===== config.mk =====
export PLATFORM = sky130hd
export DESIGN_NAME = bct_top
export DESIGN_NICKNAME = d
export VERILOG_FILES = /design/src/rtl/bct_pkg.sv /design/src/rtl/bct_eval_if.sv /design/src/rtl/bct_top.sv /design/src/rtl/bct_cond_eval.sv /design/src/rtl/bct_bit_test.sv
export SDC_FILE = /design/constraint.sdc
export NUM_CORES = 1
export LEC_CHECK = 0
export BUFFER_PORTS_ARGS = -buffer_cell sky130_fd_sc_hd__buf_4
export CAP_MARGIN = 20
export CELL_PAD_IN_SITES_DETAIL_PLACEMENT = 1
export CELL_PAD_IN_SITES_GLOBAL_PLACEMENT = 1
export CORE_ASPECT_RATIO = 1.5
export CORE_MARGIN = 5
export CORE_UTILIZATION = 40
export DETAILED_ROUTE_END_ITERATION = 16
export PLACE_DENSITY = 0.87
export SLEW_MARGIN = 20
export SYNTH_ARGS = -nofsm -noshare
export SYNTH_HDL_FRONTEND = slang
export SYNTH_SLANG_ARGS = --single-unit

===== constraint.sdc =====
create_clock -name clk_sys_in -period 7.3 [get_ports clk_sys_in]
set_input_delay 1.095 -clock clk_sys_in [delete_from_list [all_inputs] [get_ports clk_sys_in]]
set_output_delay 1.095 -clock clk_sys_in [all_outputs]
set_load 0.03 [all_outputs]

===== src/rtl/bct_pkg.sv =====
// package: opcodes, flag positions and timing for the branch and bit-test decoder
package bct_pkg;
    localparam int unsigned BCT_DATA_W     = 8;
    localparam int unsigned BCT_PC_W       = 16;
    // flag register layout: 1 1 1 H I N Z C
    localparam int unsigned BCT_FLAG_C     = 0;
    localparam int unsigned BCT_FLAG_Z     = 1;
    localparam int unsigned BCT_FLAG_N     = 2;
    localparam int unsigned BCT_FLAG_I     = 3;
    localparam int unsigned BCT_FLAG_H     = 4;
    localparam logic [7:0]  BCT_OP_BASE    = 8'h20;
    localparam logic [7:0]  BCT_OP_LAST    = 8'h2F;
    localparam logic [3:0]  BCT_CC_ALWAYS  = 4'h0;
    localparam logic [3:0]  BCT_CC_NEVER   = 4'h1;
    localparam logic [3:0]  BCT_CC_HIGHER  = 4'h2;
    localparam logic [3:0]  BCT_CC_LS      = 4'h3;
    localparam logic [3:0]  BCT_CC_CCLR    = 4'h4;
    localparam logic [3:0]  BCT_CC_CSET    = 4'h5;
    localparam logic [3:0]  BCT_CC_ZCLR    = 4'h6;
    localparam logic [3:0]  BCT_CC_ZSET    = 4'h7;
    localparam logic [3:0]  BCT_CC_HCLR    = 4'h8;
    localparam logic [3:0]  BCT_CC_HSET    = 4'h9;
    localparam logic [3:0]  BCT_CC_NCLR    = 4'hA;
    localparam logic [3:0]  BCT_CC_NSET    = 4'hB;
    localparam logic [3:0]  BCT_CC_ICLR    = 4'hC;
    localparam logic [3:0]  BCT_CC_ISET    = 4'hD;
    localparam logic [3:0]  BCT_CC_PINLO   = 4'hE;
    localparam logic [3:0]  BCT_CC_PINHI   = 4'hF;
    localparam logic [15:0] BCT_PC_STEP    = 16'h0002;
    localparam logic [15:0] BCT_PC_RESET   = 16'h0000;
    localparam logic [7:0]  BCT_FLAG_RESET = 8'hE0;
    localparam int unsigned BCT_BR_CYCLES  = 3;
    localparam logic [1:0]  BCT_BR_LAST    = 2'(BCT_BR_CYCLES - 1);
    typedef enum logic [1:0] {
        BCT_IDLE = 2'b00,
        BCT_BUSY = 2'b01,
        BCT_DONE = 2'b10
    } bct_state_t;
endpackage : bct_pkg


===== src/rtl/bct_eval_if.sv =====
// interface: branch condition inputs and verdict between decoder and evaluator
`timescale 1ns/1ns
interface bct_eval_if;
    logic [3:0] cond;
    logic [7:0] flags;
    logic       pin;
    logic       taken;
    modport requester (output cond, output flags, output pin, input taken);
    modport evaluator (input cond, input flags, input pin, output taken);
endinterface : bct_eval_if


===== src/rtl/bct_top.sv =====
// branch condition and AND test decoder of the core
// Behaviour
// [RULE1] taken branch loads pc plus two plus displacement; else falls through
// [RULE2] opcode 29 branches when half-carry is one; three cycles
// [RULE3] opcode 22 branches only when carry and zero are both clear
// [RULE4] opcode 24 branches when carry is clear
// [RULE5] opcode 2F branches when interrupt pin is high
// [RULE6] opcode 2E branches when interrupt pin is low
// [RULE7] opcodes 20..2F decode to the listed flag conditions
// [RULE8] AND test updates negative and zero from acc AND operand
// [RULE9] AND test leaves accumulator and operand unchanged; result discarded
// [RULE10] each AND test result bit is the AND of matching bits
// [RULE11] displacement is sign-extended; branches alter no flag
`timescale 1ns/1ns
module bct_top
    import bct_pkg::*;
#(
    parameter int unsigned PC_W = bct_pkg::BCT_PC_W
) (
    // clock and reset
    input  wire logic                           clk_sys_in,
    input  wire logic                           rst_in,
    // instruction issue
    input  wire logic                           start_in,
    input  wire logic [bct_pkg::BCT_DATA_W-1:0] opcode_in,
    input  wire logic [bct_pkg::BCT_DATA_W-1:0] disp_in,
    input  wire logic [PC_W-1:0]                pc_in,
    input  wire logic                           bit_test_in,
    // operands and core state
    input  wire logic [bct_pkg::BCT_DATA_W-1:0] flag_register_in,
    input  wire logic [bct_pkg::BCT_DATA_W-1:0] accumulator_in,
    input  wire logic [bct_pkg::BCT_DATA_W-1:0] operand_in,
    input  wire logic                           irq_pin_in,
    // results
    output logic                                done_out,
    output logic                                taken_out,
    output logic [PC_W-1:0]                     pc_out,
    output logic [bct_pkg::BCT_DATA_W-1:0]      flag_register_out,
    output logic [bct_pkg::BCT_DATA_W-1:0]      accumulator_out,
    output logic                                busy_out
);
    import bct_pkg::*;

    bct_state_t      state_q, state_d;
    logic [1:0]      cnt_q, cnt_d;
    logic [PC_W-1:0] pc_q, pc_d;
    logic [7:0]      flags_q, flags_d;
    logic [7:0]      acc_q, acc_d;
    logic            taken_q, taken_d;
    logic            done_q, done_d;
    logic            busy_q, busy_d;
    logic            pend_taken_q;
    logic [PC_W-1:0] pend_pc_q;

    bct_eval_if ev_if ();

    wire is_branch_w = (opcode_in >= BCT_OP_BASE) && (opcode_in <= BCT_OP_LAST);
    wire br_go_w     = start_in && !bit_test_in && is_branch_w && (state_q == BCT_IDLE);
    wire bt_go_w     = start_in && bit_test_in && (state_q == BCT_IDLE);

    assign ev_if.cond  = opcode_in[3:0];
    assign ev_if.flags = flag_register_in;
    assign ev_if.pin   = irq_pin_in;

    bct_cond_eval u_eval (
        .ev (ev_if.evaluator)
    );

    logic bt_neg_w;
    logic bt_zero_w;
    bct_bit_test #(.W(BCT_DATA_W)) u_bt (
        .acc_in   (accumulator_in),
        .opnd_in  (operand_in),
        .neg_out  (bt_neg_w),
        .zero_out (bt_zero_w)
    );

    // displacement sign-extended to pc width; wrap-around is intended
    wire [PC_W-1:0] disp_ext_w = {{(PC_W-BCT_DATA_W){disp_in[BCT_DATA_W-1]}}, disp_in}; // see [RULE11]
    wire [PC_W-1:0] fall_pc_w  = PC_W'(pc_in + BCT_PC_STEP);
    wire [PC_W-1:0] tgt_pc_w   = PC_W'(fall_pc_w + disp_ext_w);                    // see [RULE1]
    wire [PC_W-1:0] next_pc_w  = ev_if.taken ? tgt_pc_w : fall_pc_w;              // see [RULE1]

    // flag update for the AND test: only N and Z move
    logic [7:0] bt_flags_w;
    always_comb begin
        bt_flags_w             = flag_register_in;
        bt_flags_w[BCT_FLAG_N] = bt_neg_w;   // see [RULE8]
        bt_flags_w[BCT_FLAG_Z] = bt_zero_w;  // see [RULE8]
    end

    always_comb begin
        state_d = state_q;
        cnt_d   = cnt_q;
        pc_d    = pc_q;
        flags_d = flags_q;
        acc_d   = acc_q;
        taken_d = 1'b0;
        done_d  = 1'b0;
        case (state_q)
            BCT_IDLE: begin
                if (br_go_w) begin
                    // verdict and flags sampled at issue; flags pass unchanged
                    state_d = BCT_BUSY;
                    cnt_d   = 2'd1;
                    flags_d = flag_register_in;   // see [RULE11]
                    acc_d   = accumulator_in;
                end else if (bt_go_w) begin
                    flags_d = bt_flags_w;
                    acc_d   = accumulator_in;     // see [RULE9]
                    pc_d    = pc_q;
                    done_d  = 1'b1;
                end
            end
            BCT_BUSY: begin
                cnt_d = 2'(cnt_q + 2'd1);
                if (cnt_q == BCT_BR_LAST) begin   // see [RULE2]
                    state_d = BCT_DONE;
                    pc_d    = pend_pc_q;
                    taken_d = pend_taken_q;
                    done_d  = 1'b1;
                end
            end
            BCT_DONE: begin
                state_d = BCT_IDLE;
            end
            default: begin
                state_d = BCT_IDLE;
            end
        endcase
    end

    always_ff @(posedge clk_sys_in) begin
        if (rst_in) begin
            state_q <= BCT_IDLE;
            cnt_q   <= 2'd0;
            pc_q    <= BCT_PC_RESET;
            flags_q <= BCT_FLAG_RESET;
            acc_q   <= 8'h00;
            taken_q <= 1'b0;
            done_q  <= 1'b0;
            busy_q  <= 1'b0;
        end else begin
            state_q <= state_d;
            cnt_q   <= cnt_d;
            pc_q    <= pc_d;
            flags_q <= flags_d;
            acc_q   <= acc_d;
            taken_q <= taken_d;
            done_q  <= done_d;
            busy_q  <= busy_d;
        end
    end

    // verdict latched at issue so later input changes cannot alter it
    always_ff @(posedge clk_sys_in) begin
        if (rst_in) begin
            pend_taken_q <= 1'b0;
            pend_pc_q    <= BCT_PC_RESET;
        end else if (br_go_w) begin
            pend_taken_q <= ev_if.taken;
            pend_pc_q    <= next_pc_w;
        end
    end

    // busy follows the next state so the registered port matches the state decode
    assign busy_d            = (state_d != BCT_IDLE);
    assign done_out          = done_q;
    assign taken_out         = taken_q;
    assign pc_out            = pc_q;
    assign flag_register_out = flags_q;
    assign accumulator_out   = acc_q;
    assign busy_out          = busy_q;
endmodule : bct_top


===== src/rtl/bct_cond_eval.sv =====
// condition evaluator for the relative branch group
`timescale 1ns/1ns
module bct_cond_eval (
    bct_eval_if.evaluator ev
);
    import bct_pkg::*;
    wire c_w = ev.flags[BCT_FLAG_C];
    wire z_w = ev.flags[BCT_FLAG_Z];
    wire n_w = ev.flags[BCT_FLAG_N];
    wire i_w = ev.flags[BCT_FLAG_I];
    wire h_w = ev.flags[BCT_FLAG_H];
    logic base_w;
    // odd codes are the complement of the even partner, the pin pair included
    always_comb begin
        case (ev.cond[3:1])
            3'd0:    base_w = 1'b1;                 // see [RULE7]
            3'd1:    base_w = ~(c_w | z_w);         // see [RULE3]
            3'd2:    base_w = ~c_w;                 // see [RULE4]
            3'd3:    base_w = ~z_w;
            3'd4:    base_w = ~h_w;                 // see [RULE2]
            3'd5:    base_w = ~n_w;
            3'd6:    base_w = ~i_w;
            3'd7:    base_w = ~ev.pin;              // see [RULE6]
            default: base_w = 1'b0;
        endcase
    end
    // pin pair: 2E low, 2F high, so the odd code inverts as well
    assign ev.taken = ev.cond[0] ? ~base_w : base_w; // see [RULE5] [RULE7]
endmodule : bct_cond_eval


===== src/rtl/bct_bit_test.sv =====
// non-destructive AND test producing new N and Z
`timescale 1ns/1ns
module bct_bit_test #(
    parameter int unsigned W = 8
) (
    input  wire logic [W-1:0] acc_in,
    input  wire logic [W-1:0] opnd_in,
    output logic              neg_out,
    output logic              zero_out
);
    logic [W-1:0] and_w;
    assign and_w    = acc_in & opnd_in;  // see [RULE10]
    assign neg_out  = and_w[W-1];        // see [RULE8]
    assign zero_out = ~|and_w;
endmodule : bct_bit_test


# Word-level counts from Yosys, hierarchy flattened
# Index checks and enable logic that the tools add are counted.
# op_classes
bitwise_logic	12
n_mux	16
add_sub_neg	3
n_lt_le_gt_ge	2
reduce_logical	18
eq_ne	10
# op_table
operator	n
$mux 8	4
$add 16x16->16	1
$add 16x2->16 const B	1
$mux 16	1
$eq 3x3->1 const B	4
$not 1->1	10
$and 8x8->8	1
$ge 8x6->1 const B	1
$le 8x6->1 const B	1
$pmux 1 s8	1
$pmux 2 s2	2
$reduce_or 8->1	1
$eq 3x2->1 const B	2
$logic_and 1x1->1	6
$mux 2	3
$reduce_and 2->1	3
$reduce_bool 2->1	3
$mux 1	4
$eq 3x1->1 const B	1
$logic_not 3->1	1
$reduce_or 3->1	1
$add 2x1->2 const B	1
$eq 2x1->1 const B	1
$eq 2x2->1 const B	1
5 further kinds	6
# totals
inputBits	61
register_bits	56
output_inout_bits	35
elab_cells	71

# Depth between registers and ports, before layout
# logic_depth
ltp_word	7
depth_mapped	12
mapped_depth_nobuf	12

# Cells and area by module
# Synthesis repeated with hierarchy kept, for this count alone.
# hier_totals
cells_unflattened	423
area_unflattened_um2	3329.4
# by_module_without_submodules
mod	seq_area_each_um2	cells_per_inst	area_each_um2	n_inst
bct_top	1121.1	411	3221.8	1
bct_cond_eval	0.0	6	56.3	1
bct_bit_test	0.0	6	51.3	1

# Worst setup path after synthesis
# No wires, ideal clock.
# synth_path
kind	in2reg
startpoint	in pc_in[3]
endpoint	reg pend_pc_q[15]
stages	12
t_arrival_ns	3.411
setup_time_ns	0.120
required_time_ns	7.180
path_buffers	0
slack_ns	3.770
path_cell_list	nand3_1 nor2_1 nand4_1 xnor2_1 ha_1 and2_1 a221o_1 nand2b_1 o211ai_1 mux2i_1 or3_1 a211o_1
# synth_via
elab_chain_cells	3
# synth_lines
item	line	text
start: declaration	bct_top.sv:27	input wire logic [PC_W-1:0] pc_in,
$add 16x2->16 *	bct_top.sv:80	wire [PC_W-1:0] fall_pc_w = PC_W'(pc_in + BCT_PC_STEP);
$add 16x16->16	bct_top.sv:81	wire [PC_W-1:0] tgt_pc_w = PC_W'(fall_pc_w + disp_ext_w);
$mux 16 *	bct_top.sv:82	wire [PC_W-1:0] next_pc_w = ev_if.taken ? tgt_pc_w : fall_pc_w;
end signal: assignment	bct_top.sv:162	pend_pc_q <= next_pc_w;
end: declaration	bct_top.sv:53	logic [PC_W-1:0] pend_pc_q;
# Mark *: on every way between the ends. The rest lies on a longest branch, timed or not.
# A chain may end at the register's enable or synchronous reset.

# Final worst setup path
# layout_path
startpoint	in pc_in[3]
endpoint	reg pend_pc_q[12]
# Same word-level chain as after synthesis.

==> reports/results.tsv <==
metric	value	unit
status	finished, final reports clean	
firstDrtPassIters	4	
timing.final.crit_share	50.60	%
drt_wl_total	10150	um
via_per_inst	5.456	
drt_iter0_drc	98	
hold_buffers	0	
routed-via-count	3219	
drive_gt1_share	23.51	%
yosysWarnings	0	
rrSetupSlack	5.33	ns
power	0.0007431	W
start_util	40.25	%
cp_slowest_cell	o31ai_1	
hold_viol	0	
die_y	119.3	um
critPathKind	in -> reg	
max_freq	270.7	MHz
tightestPinTransition	0.7186	ns
startpoint_type	input pin	
power_density	180.6	nW/um2
async_flop_share	0	%
synth_nets	481	
crit_path_start	pc_in[3]	
cp_max_fo	7	
cts_made_buffers	5	
max_slew_margin	52.09	%
port_buffers	95	
pwr-share-clk	33.1	%
final-setup-viol-count	0	
rsz0062_at_grt	no	
rows	40	
wire_per_inst	17.21	um
crit_path_end	pend_pc_q[12]$_SDFFE_PP0P_	
grt_antenna_before_repair	0	
holdCritPathClass	reg -> reg	
netlist_instances	398	
fin_ws	3.606	ns
synth_cell_types	46	
cp.required	7.54	ns
detail-route-antenna-nets	0	
grt_max_degree	51	
dieWidth	82.84	um
core	7908	um2
htree_levels	2	
cts_tree	done	
place_hpwl	7968	um
p_switching	0.0002147	W
tns	0	ns
worstPathCellList	buf_4 -> nand3_1 -> nor2_1 -> nand2_1 -> xnor2_1 -> ha_1 -> a21oi_1 -> nand2_1 -> o31ai_1 -> o21ai_0 -> xnor2_1 -> o21ai_1 -> o211a_1	
nets	567	
io_pins	96	
maxCapViolCount	0	
die_area	9878	um2
syn_area_per_cell	7.998	um2
post_cts_buffers	0	
grt_pass1_wl	16610	um
intPower	0.0005284	W
r2r_start	state_q[0]$_SDFF_PP0_	
drv_slew	0	
clkSlewWorstSetupHoldPaths	0.07	ns
grt.overflow.total	0	
yosys_most_used_dff	dfxtp_1	
cts_sinks	56	
clock-root-buffer	clkbuf_16	
finClkSkew	0.003912	ns
area_growth	29.25	%
multi_input_area	1966	um2
leakagePower	1.810	nW
vdd_ir_drop_max	106.0	uV
clk_latency	0.29	ns
n_fill_cell	1013	
worstRegToRegCells	5	
ys_seq_area_share	35.22	%
post-route-util	52.03	%
synth-seq-cells	56	
ctsLongestPathBuffers	2	
period_needed	3.694	ns
comb_power_share	24.5	%
num_antenna_cells	0	
gp_congestion	0.7788	
drc_errors	0	
seq_area	1121	um2
synth_area	3183	um2
p_sw_share	28.89	%
post_cts_resized	0	
end_kind	flip-flop	
dp_slack	3.350	ns
holdWs	0.4564	ns
arrival	3.93	ns
synth_edf_count	0	
slowest_delay	0.55	ns
grt_usage	20.18	%
grt_pass1_vias	3436	
r2r_end	pend_pc_q[15]$_SDFFE_PP0P_	
sequentialPowerShare	42.5	%
## layer usage
| layer | global-route usage, % | vias to the layer above | share of wire (%) |
|---|---|---|---|
| li1 | - | 1568 | - |
| met5 | 0 | - | 0 |
| met4 | 5.930 | 0 | 1.6 |
| met1 | 19.58 | 1568 | 36 |
| met3 | 3.322 | 10 | 3.6 |
| met2 | 42.02 | 73 | 58 |
## critical path, delay by kind of cell
kind | cells | cell delay, ns
XOR/XNOR | 2 | 0.43
buffers and inverters | 1 | 0.10
AND/OR/NAND/NOR | 4 | 0.75
AO/OA/AOI/OAI | 5 | 1.23
adder cells (fa/ha/maj) | 1 | 0.31
## Yosys cell counts, types with 2 or more instances
| library cell | number | area, um2 |
|---|---|---|
| dfxtp_1 | 56 | 1121 |
| xor2_1 | 14 | 122.6 |
| ha_1 | 21 | 262.8 |
| a31oi_1 | 2 | 12.51 |
| a21oi_1 | 45 | 225.2 |
| nor3_1 | 10 | 50.05 |
| and2_1 | 3 | 18.77 |
| o21ai_1 | 5 | 25.02 |
| o31ai_1 | 2 | 15.01 |
| mux2i_1 | 4 | 40.04 |
| or3_1 | 2 | 12.51 |
| a211o_1 | 3 | 26.28 |
| a22oi_1 | 4 | 30.03 |
| a21o_1 | 7 | 52.55 |
| o211a_1 | 4 | 40.04 |
| and3_1 | 6 | 37.54 |
| o21ai_0 | 5 | 25.02 |
| nand2_1 | 82 | 307.8 |
| buf_6 | 4 | 45.04 |
| buf_2 | 2 | 10.01 |
| nor2_1 | 37 | 138.9 |
| xnor2_1 | 14 | 122.6 |
| nand4_1 | 6 | 37.54 |
| o211ai_1 | 3 | 22.52 |
| nand2b_1 | 2 | 12.51 |
| clkbuf_1 | 12 | 45.04 |
| a211oi_1 | 11 | 82.58 |
| inv_1 | 4 | 15.01 |
| nand3_1 | 11 | 55.05 |
## worst min path at each step
stage | end | start | depth (start not counted)
finish | pend_pc_q[1]$_SDFFE_PP0P_ | pend_pc_q[1]$_SDFFE_PP0P_ | 2
global route | pc_out[14]$_SDFFE_PP0P_ | pend_pc_q[14]$_SDFFE_PP0P_ | 2
CTS | pend_pc_q[1]$_SDFFE_PP0P_ | pend_pc_q[1]$_SDFFE_PP0P_ | 2
detailed placement | pend_pc_q[1]$_SDFFE_PP0P_ | pend_pc_q[1]$_SDFFE_PP0P_ | 2
global placement | pc_out[5]$_SDFFE_PP0P_ | pend_pc_q[5]$_SDFFE_PP0P_ | 2
floorplan | pc_out[15]$_SDFFE_PP0P_ | pend_pc_q[15]$_SDFFE_PP0P_ | 2
## cell usage in the layout (no fill, tap or decap), types with 5 or more instances in the layout
cell,synthesis,layout
buf_4,0,97
nand2_1,82,82
dfxtp_1,56,56
a21oi_1,45,45
nor2_1,37,36
ha_1,21,21
xnor2_1,14,14
xor2_1,14,13
nand3_1,11,11
a211oi_1,11,11
nor3_1,10,9
a21o_1,7,7
and3_1,6,6
nand4_1,6,6
o21ai_0,5,5
clkbuf_16,0,5
## logic make-up after synthesis
logic type	after synthesis	share of synthesized area [%]
AOI/OAI and AO/OA	100	20.01
xor gates and xnor gates	28	7.705
adders and majority gates	22	8.884
buffers and inverters	22	3.616
DFF	56	35.22
muxes	6	2.319
and+or+nand+nor	164	22.25
## final cells by class
type / count / area share [%]
clock buffers: 6 / 3.376
clock inverters: 2 / 0.3345
flip-flops and latches: 56 / 27.25
multi-input cells: 320 / 47.78
inverters: 4 / 0.3650
well taps: 105 / 3.193
repair buffers: 97 / 17.70
## metrics by stage
stage / area, um2 / instances
finish: 4114 / 590
global route: 4114 / 590
CTS: 4108 / 590
detailed placement: 3955 / 582
global placement: 3955 / 582
floorplan: 3183 / 398
## flip-flops by register name, indices dropped and copies added, names as in the netlist, 2 cells and up
register and cells:
state_q 2, flag_register_out 8, cnt_q 2, accumulator_out 8
pc_out 16, pend_pc_q 16
## power by group through the flow
| stage | combinational, W | clock (W) | sequential [W] |
|---|---|---|---|
| 3_5_place_dp | 0.000181 | 0 | 0.000323 |
| 6_report | 0.000182 | 0.000246 | 0.000315 |
| 5_1_grt | 0.000199 | 0.000263 | 0.000316 |
| 4_1_cts | 0.000182 | 0.000251 | 0.000315 |
| 2_1_floorplan | 0.000107 | 0 | 0.000332 |
| 3_3_place_gp | 0.000174 | 0 | 0.000322 |
(Power assumes the default switching activity.)
